$ cat src/rtl/ifeb_pkg.sv
package ifeb_pkg;

	// register window and word offsets
	localparam int          ADDR_W          = 8;
	localparam logic [7:0]  OFS_FLAGS_3     = 8'h00;
	localparam logic [7:0]  OFS_FLAGS_4     = 8'h04;
	localparam logic [7:0]  OFS_ENABLES_0   = 8'h08;
	localparam logic [7:0]  OFS_ENABLES_1   = 8'h0C;

	// implemented bits of each bank; the rest read zero
	localparam logic [15:0] IMPL_FLAGS_3    = 16'h21FF;
	localparam logic [15:0] IMPL_FLAGS_4    = 16'h00F6;
	localparam logic [15:0] IMPL_ENABLES_0  = 16'h7FFF;
	localparam logic [15:0] IMPL_ENABLES_1  = 16'hFFFB;

	// power-on value of every bank
	localparam logic [15:0] RST_BANK        = 16'h0000;

	// flag positions, third flag register
	localparam int POS_DMA_CH5_DONE         = 13;
	localparam int POS_CAN2_EVENT           = 8;
	localparam int POS_CAN2_RX_READY        = 7;
	localparam int POS_EXT_IRQ4             = 6;
	localparam int POS_EXT_IRQ3             = 5;
	localparam int POS_TIMER9               = 4;
	localparam int POS_TIMER8               = 3;
	localparam int POS_I2C2_MASTER          = 2;
	localparam int POS_I2C2_SLAVE           = 1;
	localparam int POS_TIMER7               = 0;

	// flag positions, fourth flag register
	localparam int POS_CAN2_TX_REQUEST      = 7;
	localparam int POS_CAN1_TX_REQUEST      = 6;
	localparam int POS_DMA_CH7_DONE         = 5;
	localparam int POS_DMA_CH6_DONE         = 4;
	localparam int POS_UART2_ERROR          = 2;
	localparam int POS_UART1_ERROR          = 1;

	// priority field
	localparam int          PRIO_W          = 3;
	localparam logic [2:0]  PRIO_OFF        = 3'h0;

	// ahb constants
	localparam logic [1:0]  HRESP_OKAY      = 2'h0;
	localparam logic [31:0] RDATA_ZERO      = 32'h0000_0000;

endpackage

$ cat src/rtl/ifeb_irq_flag_enable_bank.sv
// The register addresses and register access over AHB-Lite are this design's own decisions.
`timescale 1ns/1ps


module ifeb_irq_flag_enable_bank
	import ifeb_pkg::*;
(
	input  wire logic        hclk,                 // system clock
	input  wire logic        hresetn,              // async reset, low
	input  wire logic        hsel,                 // slave select
	input  wire logic [31:0] haddr,                // byte address
	input  wire logic [1:0]  htrans,               // transfer type
	input  wire logic        hwrite,               // write when high
	input  wire logic [2:0]  hsize,                // word only
	input  wire logic [31:0] hwdata,               // write data
	input  wire logic        hready,               // bus ready
	output logic             hreadyout,            // always ready
	output logic             hresp,                // always okay
	output logic      [31:0] hrdata,               // read data
	input  wire logic        dma_ch5_done_req,     // source pulses
	input  wire logic        can2_event_req,
	input  wire logic        can2_rx_ready_req,
	input  wire logic        ext_irq4_req,
	input  wire logic        ext_irq3_req,
	input  wire logic        timer9_req,
	input  wire logic        timer8_req,
	input  wire logic        i2c2_master_event_req,
	input  wire logic        i2c2_slave_event_req,
	input  wire logic        timer7_req,
	input  wire logic        can2_tx_request_req,
	input  wire logic        can1_tx_request_req,
	input  wire logic        dma_ch7_done_req,
	input  wire logic        dma_ch6_done_req,
	input  wire logic        uart2_error_req,
	input  wire logic        uart1_error_req,
	input  wire logic [15:0] enables_3_in,         // enables for flags 3
	input  wire logic [15:0] enables_4_in,         // enables for flags 4
	input  wire logic [15:0] flags_0_in,           // flags for enables 0
	input  wire logic [15:0] flags_1_in,           // flags for enables 1
	input  wire logic [47:0] prio_3_in,            // codes, flags 3
	input  wire logic [47:0] prio_4_in,            // codes, flags 4
	input  wire logic [47:0] prio_0_in,            // codes, enables 0
	input  wire logic [47:0] prio_1_in,            // codes, enables 1
	output logic      [15:0] irq_flags_3,          // flag bank view
	output logic      [15:0] irq_flags_4,          // flag bank view
	output logic      [15:0] irq_enables_0,        // enable bank view
	output logic      [15:0] irq_enables_1,        // enable bank view
	output logic      [15:0] fwd_3,                // forwarded, flags 3
	output logic      [15:0] fwd_4,                // forwarded, flags 4
	output logic      [15:0] fwd_0,                // forwarded, enables 0
	output logic      [15:0] fwd_1,                // forwarded, enables 1
	output logic      [2:0]  level_3,              // top level, flags 3
	output logic      [2:0]  level_4,              // top level, flags 4
	output logic      [2:0]  level_0,              // top level, enables 0
	output logic      [2:0]  level_1               // top level, enables 1
);

	// word match on the decoded window; byte lanes are ignored
	function automatic logic word_hit(
		input logic [ADDR_W-1:0] a,
		input logic [ADDR_W-1:0] ofs
	);
		return a[ADDR_W-1:2] == ofs[ADDR_W-1:2];
	endfunction

	// write replaces the flags, but a set in the same cycle wins
	function automatic logic [15:0] next_flags(
		input logic [15:0] old,
		input logic        wr,
		input logic [15:0] wdata,
		input logic [15:0] set,
		input logic [15:0] impl
	);
		return ((wr ? wdata : old) | set) & impl;
	endfunction

	// enables only change on a write
	function automatic logic [15:0] next_enables(
		input logic [15:0] old,
		input logic        wr,
		input logic [15:0] wdata,
		input logic [15:0] impl
	);
		return (wr ? wdata : old) & impl;
	endfunction

	logic              addr_ok;
	logic              wr_pend_q;
	logic [ADDR_W-1:0] wr_addr_q;
	logic [31:0]       hrdata_q;
	logic              wr_3;
	logic              wr_4;
	logic              wr_0;
	logic              wr_1;
	logic [15:0]       set_3;
	logic [15:0]       set_4;
	logic [15:0]       irq_flags_3_q;
	logic [15:0]       irq_flags_3_d;
	logic [15:0]       irq_flags_4_q;
	logic [15:0]       irq_flags_4_d;
	logic [15:0]       irq_enables_0_q;
	logic [15:0]       irq_enables_0_d;
	logic [15:0]       irq_enables_1_q;
	logic [15:0]       irq_enables_1_d;
	logic [15:0]       fwd_3_c;
	logic [15:0]       fwd_4_c;
	logic [15:0]       fwd_0_c;
	logic [15:0]       fwd_1_c;
	logic [2:0]        level_3_c;
	logic [2:0]        level_4_c;
	logic [2:0]        level_0_c;
	logic [2:0]        level_1_c;
	logic [15:0]       fwd_3_q;
	logic [15:0]       fwd_4_q;
	logic [15:0]       fwd_0_q;
	logic [15:0]       fwd_1_q;
	logic [2:0]        level_3_q;
	logic [2:0]        level_4_q;
	logic [2:0]        level_0_q;
	logic [2:0]        level_1_q;

	// zero-wait slave: every transfer completes in its first data cycle
	assign hreadyout = 1'b1;
	assign hresp     = HRESP_OKAY[0];
	assign hrdata    = hrdata_q;

	// a transfer is taken on nonseq or seq while the bus is ready
	assign addr_ok = hsel & hready & htrans[1];

	// address phase is held until the data phase carries hwdata
	always_ff @(posedge hclk or negedge hresetn)
	begin
		if (!hresetn)
		begin
			wr_pend_q <= 1'b0;
			wr_addr_q <= '0;
		end
		else
		begin
			wr_pend_q <= addr_ok & hwrite;
			if (addr_ok)
			begin
				wr_addr_q <= haddr[ADDR_W-1:0];
			end
		end
	end

	// data-phase write strobes; unmapped words match none
	assign wr_0 = wr_pend_q & word_hit(wr_addr_q, OFS_ENABLES_0);
	assign wr_1 = wr_pend_q & word_hit(wr_addr_q, OFS_ENABLES_1);
	assign wr_3 = wr_pend_q & word_hit(wr_addr_q, OFS_FLAGS_3);
	assign wr_4 = wr_pend_q & word_hit(wr_addr_q, OFS_FLAGS_4);

	// source pulses placed at their flag positions
	always_comb
	begin
		set_3                    = '0;
		set_3[POS_DMA_CH5_DONE]  = dma_ch5_done_req;
		set_3[POS_CAN2_EVENT]    = can2_event_req;
		set_3[POS_CAN2_RX_READY] = can2_rx_ready_req;
		set_3[POS_EXT_IRQ4]      = ext_irq4_req;
		set_3[POS_EXT_IRQ3]      = ext_irq3_req;
		set_3[POS_TIMER9]        = timer9_req;
		set_3[POS_TIMER8]        = timer8_req;
		set_3[POS_I2C2_MASTER]   = i2c2_master_event_req;
		set_3[POS_I2C2_SLAVE]    = i2c2_slave_event_req;
		set_3[POS_TIMER7]        = timer7_req;
	end

	// fourth flag register has only six live bits
	always_comb
	begin
		set_4                      = '0;
		set_4[POS_CAN2_TX_REQUEST] = can2_tx_request_req;
		set_4[POS_CAN1_TX_REQUEST] = can1_tx_request_req;
		set_4[POS_DMA_CH7_DONE]    = dma_ch7_done_req;
		set_4[POS_DMA_CH6_DONE]    = dma_ch6_done_req;
		set_4[POS_UART2_ERROR]     = uart2_error_req;
		set_4[POS_UART1_ERROR]     = uart1_error_req;
	end

	// next bank values; masks keep unimplemented bits at zero
	assign irq_flags_3_d = next_flags(irq_flags_3_q, wr_3, hwdata[15:0],
		set_3, IMPL_FLAGS_3);
	assign irq_flags_4_d = next_flags(irq_flags_4_q, wr_4, hwdata[15:0],
		set_4, IMPL_FLAGS_4);
	assign irq_enables_0_d = next_enables(irq_enables_0_q, wr_0,
		hwdata[15:0], IMPL_ENABLES_0);
	assign irq_enables_1_d = next_enables(irq_enables_1_q, wr_1,
		hwdata[15:0], IMPL_ENABLES_1);

	// flags are sticky: only a software write of zero clears one
	always_ff @(posedge hclk or negedge hresetn)
	begin
		if (!hresetn)
		begin
			irq_flags_3_q <= RST_BANK;
			irq_flags_4_q <= RST_BANK;
		end
		else
		begin
			irq_flags_3_q <= irq_flags_3_d;
			irq_flags_4_q <= irq_flags_4_d;
		end
	end

	// enable banks
	always_ff @(posedge hclk or negedge hresetn)
	begin
		if (!hresetn)
		begin
			irq_enables_0_q <= RST_BANK;
			irq_enables_1_q <= RST_BANK;
		end
		else
		begin
			irq_enables_0_q <= irq_enables_0_d;
			irq_enables_1_q <= irq_enables_1_d;
		end
	end

	// read data is taken from the next values, so a read right
	// behind a write or a hardware set already sees the new bits
	always_ff @(posedge hclk or negedge hresetn)
	begin
		if (!hresetn)
		begin
			hrdata_q <= RDATA_ZERO;
		end
		else if (addr_ok && !hwrite)
		begin
			if (word_hit(haddr[ADDR_W-1:0], OFS_FLAGS_3))
			begin
				hrdata_q <= {16'h0000, irq_flags_3_d};
			end
			else if (word_hit(haddr[ADDR_W-1:0], OFS_FLAGS_4))
			begin
				hrdata_q <= {16'h0000, irq_flags_4_d};
			end
			else if (word_hit(haddr[ADDR_W-1:0], OFS_ENABLES_0))
			begin
				hrdata_q <= {16'h0000, irq_enables_0_d};
			end
			else if (word_hit(haddr[ADDR_W-1:0], OFS_ENABLES_1))
			begin
				hrdata_q <= {16'h0000, irq_enables_1_d};
			end
			else
			begin
				hrdata_q <= RDATA_ZERO; // unmapped words read zero
			end
		end
	end

	// gating and level pick, one instance per bank
	ifeb_prio_gate #(.WIDTH(16)) u_gate_3 (
		.req_flags   (irq_flags_3_q),
		.req_enables (enables_3_in & IMPL_FLAGS_3),
		.prio_codes  (prio_3_in),
		.fwd         (fwd_3_c),
		.top_level   (level_3_c)
	);

	ifeb_prio_gate #(.WIDTH(16)) u_gate_4 (
		.req_flags   (irq_flags_4_q),
		.req_enables (enables_4_in & IMPL_FLAGS_4),
		.prio_codes  (prio_4_in),
		.fwd         (fwd_4_c),
		.top_level   (level_4_c)
	);

	ifeb_prio_gate #(.WIDTH(16)) u_gate_0 (
		.req_flags   (flags_0_in & IMPL_ENABLES_0),
		.req_enables (irq_enables_0_q),
		.prio_codes  (prio_0_in),
		.fwd         (fwd_0_c),
		.top_level   (level_0_c)
	);

	ifeb_prio_gate #(.WIDTH(16)) u_gate_1 (
		.req_flags   (flags_1_in & IMPL_ENABLES_1),
		.req_enables (irq_enables_1_q),
		.prio_codes  (prio_1_in),
		.fwd         (fwd_1_c),
		.top_level   (level_1_c)
	);

	// registered outputs to the prioritiser; costs one cycle of
	// latency but keeps the long gate tree off the next stage
	always_ff @(posedge hclk or negedge hresetn)
	begin
		if (!hresetn)
		begin
			fwd_3_q <= RST_BANK;
			fwd_4_q <= RST_BANK;
			fwd_0_q <= RST_BANK;
			fwd_1_q <= RST_BANK;
		end
		else
		begin
			fwd_3_q <= fwd_3_c;
			fwd_4_q <= fwd_4_c;
			fwd_0_q <= fwd_0_c;
			fwd_1_q <= fwd_1_c;
		end
	end

	// highest active level of each bank
	always_ff @(posedge hclk or negedge hresetn)
	begin
		if (!hresetn)
		begin
			level_3_q <= PRIO_OFF;
			level_4_q <= PRIO_OFF;
			level_0_q <= PRIO_OFF;
			level_1_q <= PRIO_OFF;
		end
		else
		begin
			level_3_q <= level_3_c;
			level_4_q <= level_4_c;
			level_0_q <= level_0_c;
			level_1_q <= level_1_c;
		end
	end

	// bank views for the rest of the controller
	assign irq_flags_3   = irq_flags_3_q;
	assign irq_flags_4   = irq_flags_4_q;
	assign irq_enables_0 = irq_enables_0_q;
	assign irq_enables_1 = irq_enables_1_q;

	// forwarded requests and levels
	assign fwd_3   = fwd_3_q;
	assign fwd_4   = fwd_4_q;
	assign fwd_0   = fwd_0_q;
	assign fwd_1   = fwd_1_q;
	assign level_3 = level_3_q;
	assign level_4 = level_4_q;
	assign level_0 = level_0_q;
	assign level_1 = level_1_q;

	// hsize is accepted as given; only whole-word use is supported
	logic unused_ok;
	assign unused_ok = ^{hsize, haddr[31:ADDR_W], hwdata[31:16], htrans[0]};

endmodule

$ cat src/rtl/ifeb_prio_gate.sv
`timescale 1ns/1ps

module ifeb_prio_gate
	import ifeb_pkg::*;
#(
	parameter int WIDTH = 16
)
(
	input  wire logic [WIDTH-1:0]        req_flags,   // pending flags
	input  wire logic [WIDTH-1:0]        req_enables, // per-source enables
	input  wire logic [WIDTH*PRIO_W-1:0] prio_codes,  // 3-bit code per source
	output logic      [WIDTH-1:0]        fwd,         // requests passed on
	output logic      [PRIO_W-1:0]       top_level    // highest level, 0 = none
);

	// flag and enable both high, and a nonzero priority code
	always_comb
	begin
		for (int i = 0; i < WIDTH; i++)
		begin
			fwd[i] = req_flags[i] & req_enables[i]
				& (prio_codes[i*PRIO_W +: PRIO_W] != PRIO_OFF);
		end
	end

	// 111 is level 7, the highest; 000 never wins
	always_comb
	begin
		top_level = PRIO_OFF;
		for (int i = 0; i < WIDTH; i++)
		begin
			if (fwd[i] && prio_codes[i*PRIO_W +: PRIO_W] > top_level)
			begin
				top_level = prio_codes[i*PRIO_W +: PRIO_W];
			end
		end
	end

endmodule

$ cat config.mk
export PLATFORM = sky130hd
export DESIGN_NAME = ifeb_irq_flag_enable_bank
export DESIGN_NICKNAME = d
export VERILOG_FILES = /design/src/rtl/ifeb_pkg.sv /design/src/rtl/ifeb_irq_flag_enable_bank.sv /design/src/rtl/ifeb_prio_gate.sv
export SDC_FILE = /design/constraint.sdc
export NUM_CORES = 1
export LEC_CHECK = 0
export BUFFER_PORTS_ARGS = -buffer_cell sky130_fd_sc_hd__buf_2
export CORE_AREA = 2 2 205 207
export CTS_CLUSTER_DIAMETER = 60
export DETAILED_ROUTE_END_ITERATION = 6
export DIE_AREA = 0 0 207 209
export HOLD_SLACK_MARGIN = 0.12
export PLACE_DENSITY = 0.54
export SYNTH_ARGS = -nofsm -noshare
export SYNTH_HDL_FRONTEND = slang
export SYNTH_SLANG_ARGS = --single-unit
$ cat constraint.sdc
create_clock -name hclk -period 31.4 [get_ports hclk]
set_clock_uncertainty 0.2 [all_clocks]
set_input_delay 0 -clock hclk [delete_from_list [all_inputs] [get_ports hclk]]
set_output_delay 0 -clock hclk [all_outputs]
set_load 0.03 [all_outputs]
==> out/results.ini <==
[cts]
cts_htree_levels = 4
clock_sink_count = 127
clock_latency_ns = 0.48
cts_resized = 0
path_clk_slew_ns = 0.07
cts_root_buf = clkbuf_16
clock_path_buffers = 2
cts_made_buffers = 17
cts_tree = built

[synthesis]
muxShareOfSynthArea_pct = 8.345
synth_top_area_share_pct = 30.02
synth_ff_type = dfrtp_1
synth_area_um2 = 10590
synth-warning-count = 0
synth_cell_types = 87
synth_top_family_by_area = compound AO/OA/AOI/OAI gates
synthTopCellsByArea = dfrtp_1 (30%), ha_1 (9.7%), mux2_2 (5.9%)
async_reset_ff_share_pct = 100.0
synth_fa_ha_area_share_pct = 10.35
synth-xor-area-share_pct = 0.08274
avgSynthCellArea_um2 = 8.734
seq_area_frac_synth_pct = 30.02
ys_ff_latch = 127
syn_inst = 1212
synth_area_leader_cell = dfrtp_1
synthSimpleGateAreaFrac_pct = 18.39
synth-edff-count = 0
synth_compound_area_share_pct = 24.29

[routing]
num_vias = 11790
drc = 0
viasPerCell = 4.946
dr.first_iter.drc_count = 620
wl_per_cell_um = 17.69
wl_um = 42180
ant_nets = 0
dr.pass1.iters = 5

[critical_path]
start_kind = register
worstPathArrival_ns = 19.76
slowest_delay_ns = 0.59
worstPathMaxFanout = 8
cpMaxStageDelayCell = dlygate4sd3_1
cp.required_ns = 31.61
cpMostUsedCell = ha_1
worstSetupEndpointType = register
worstSetupPathType = register to register

[cells_and_area]
finalNonFillerCells = 2384
final_area_um2 = 16020
final_cell_mix = buf_2 (346), dlygate4sd3_1 (260), dfrtp_1 (127)
drive_above_1_share_pct = 26.32
mostFrequentLayoutCell = buf_2
area_growth_pct = 51.37
fin_nets = 2254

[floorplanning]
dieArea_um2 = 43260
initial_core_util_pct = 25.64
core_um2 = 41290
ios = 520
row_count = 75
die_w_um = 207
die_y_um = 209

[grt]
grt_pass1_vias = 12030
track_usage_pct = 19.42
antenna_found_initial = 7
grt_pass1_wl_um = 65250
grt-ovfl-total = 0
grt_max_degree = 68

[sta]
final.setup.tns_ns = 0
min_period_ns = 19.55
rsz0062_at_grt = false
worst_pin_slew_ns = 1.140
whs_ns = 0.1614
fin_crit_sh_pct = 62.27
setup_viol = 0
finalHoldViolations = 0
slew_headroom_pct = 23.29
drv_slew = 0
clock.fmax_mhz = 51.14

[pwr]
peakVddDrop_mv = 0.04197
p_leak_nw = 7.805
power_density_nw_per_um2 = 42.33
power_mw = 0.6782

[placement]
place_area_um2 = 12780
dp_hpwl_um = 31550
placed_cells = 2085
portBuffers = 347
gp_congestion = 0.8575

[outcome]
status = complete, no violations

[job]
drv_cap = 0

[hold_path]
hp-class = input port to register

==> synthesized netlist by cell type (4+ instances only) <==
library cell	instances
dfrtp_1	127
inv_1	111
nand2_1	94
ha_1	82
nor2_1	75
nand3_1	68
o21ai_0	61
a21oi_1	55
mux2_2	55
buf_4	54
nor2b_1	40
o311a_1	39
and3_1	23
mux2i_1	20
a211o_1	18
nand4_1	17
o211ai_1	16
nor3_1	15
a31oi_1	14
o21a_1	14
and2_1	13
clkbuf_1	13
a21o_1	10
a21boi_0	9
o221ai_1	8
o31ai_1	8
or2_2	8
maj3_1	7
o2111ai_1	7
or3_1	7
a211oi_1	6
a211oi_2	6
nand2b_1	6
a221o_1	5
a31o_2	5
nor4_1	5
o22ai_1	5
o311ai_0	5
a32oi_1	4
nor3b_1	4
==> power breakdown <==
group / total (mW) / internal (mW) / switching [mW]
combinational: 0.274 / 0.121 / 0.153
sequential: 0.188 / 0.178 / 0.0100
clock: 0.217 / 0.119 / 0.0973
total: 0.678 / 0.418 / 0.260
==> critical path: cells and delay by family, from the launching register on <==
kind | cells | cell delay, ns
compound gates | 39 | 7.43
buf+inv | 4 | 1.28
flops | 1 | 0.51
simple gates | 33 | 5.14
mux | 1 | 0.41
fa+ha+maj | 16 | 4.47
==> final cells by class <==
type	instances	area, um2
fill	4142	25270
clock buffer	17	425.4
clock inverter	15	173.9
timing repair buffer	613	4410
antenna	6	15.01
multi-input combinational	954	6719
inverter	113	426.7
sequential	127	3178
tap	539	674.4
==> final timing paths <==
check / start / endpoint / slack [ns] / cells after the start
min reg2reg: hrdata[15]$_DFFE_PN0P_ / hrdata[15]$_DFFE_PN0P_ / 0.29 / 2
max reg2reg: irq_enables_1[0]$_DFF_PN0_ / level_1[2]$_DFF_PN0_ / 11.85 / 93
min in group asynchronous: hresetn / fwd_1[10]$_DFF_PN0_ / 0.49 / 4
min: hwdata[9] / irq_enables_0[9]$_DFF_PN0_ / 0.16 / 3
max in group asynchronous: hresetn / irq_enables_1[8]$_DFF_PN0_ / 29.74 / 4
max: irq_enables_1[0]$_DFF_PN0_ / level_1[2]$_DFF_PN0_ / 11.85 / 93
==> per-stage QoR <==
stage / utilization [%] / setup WS, ns
after floorplan: - / 14.59
after global placement: 30.95 / 13.17
after detailed placement: 30.95 / 12.79
after CTS: 38.77 / 11.89
after global routing: 38.79 / 10.28
final: 38.81 / 11.85
==> registers in the layout (all words and copies together) (netlist names), 6 cells and up <==
signal	flops
hrdata	16
fwd_0	15
fwd_1	15
irq_enables_0	15
irq_enables_1	15
fwd_3	10
irq_flags_3	10
fwd_4	6
irq_flags_4	6
wr_addr_q	6
==> metal layers <==
layer	global-route usage, %	vias up	part of all wire (%)
met2	33.74	406	49
met4	7.857	6	3.0
met5	0	-	0.090
met3	4.704	75	5.4
met1	22.96	5619	43
li1	-	5686	-
==> what timing repair did <==
action                    in CTS  in global routing
hold buffers                 261                  0
hold endpoints to repair     194                  0
buffers inserted               0                  0
==> cell families after synthesis <==
kind of cell             Yosys count
flip-flops                       127
AO/OA/AOI/OAI                    343
other                              2
adder cells (fa/ha/maj)           89
XOR/XNOR                           1
multiplexers                      79
AND/OR/NAND/NOR                  388
buffers and inverters            183
Power figures use the tool's default switching activity.
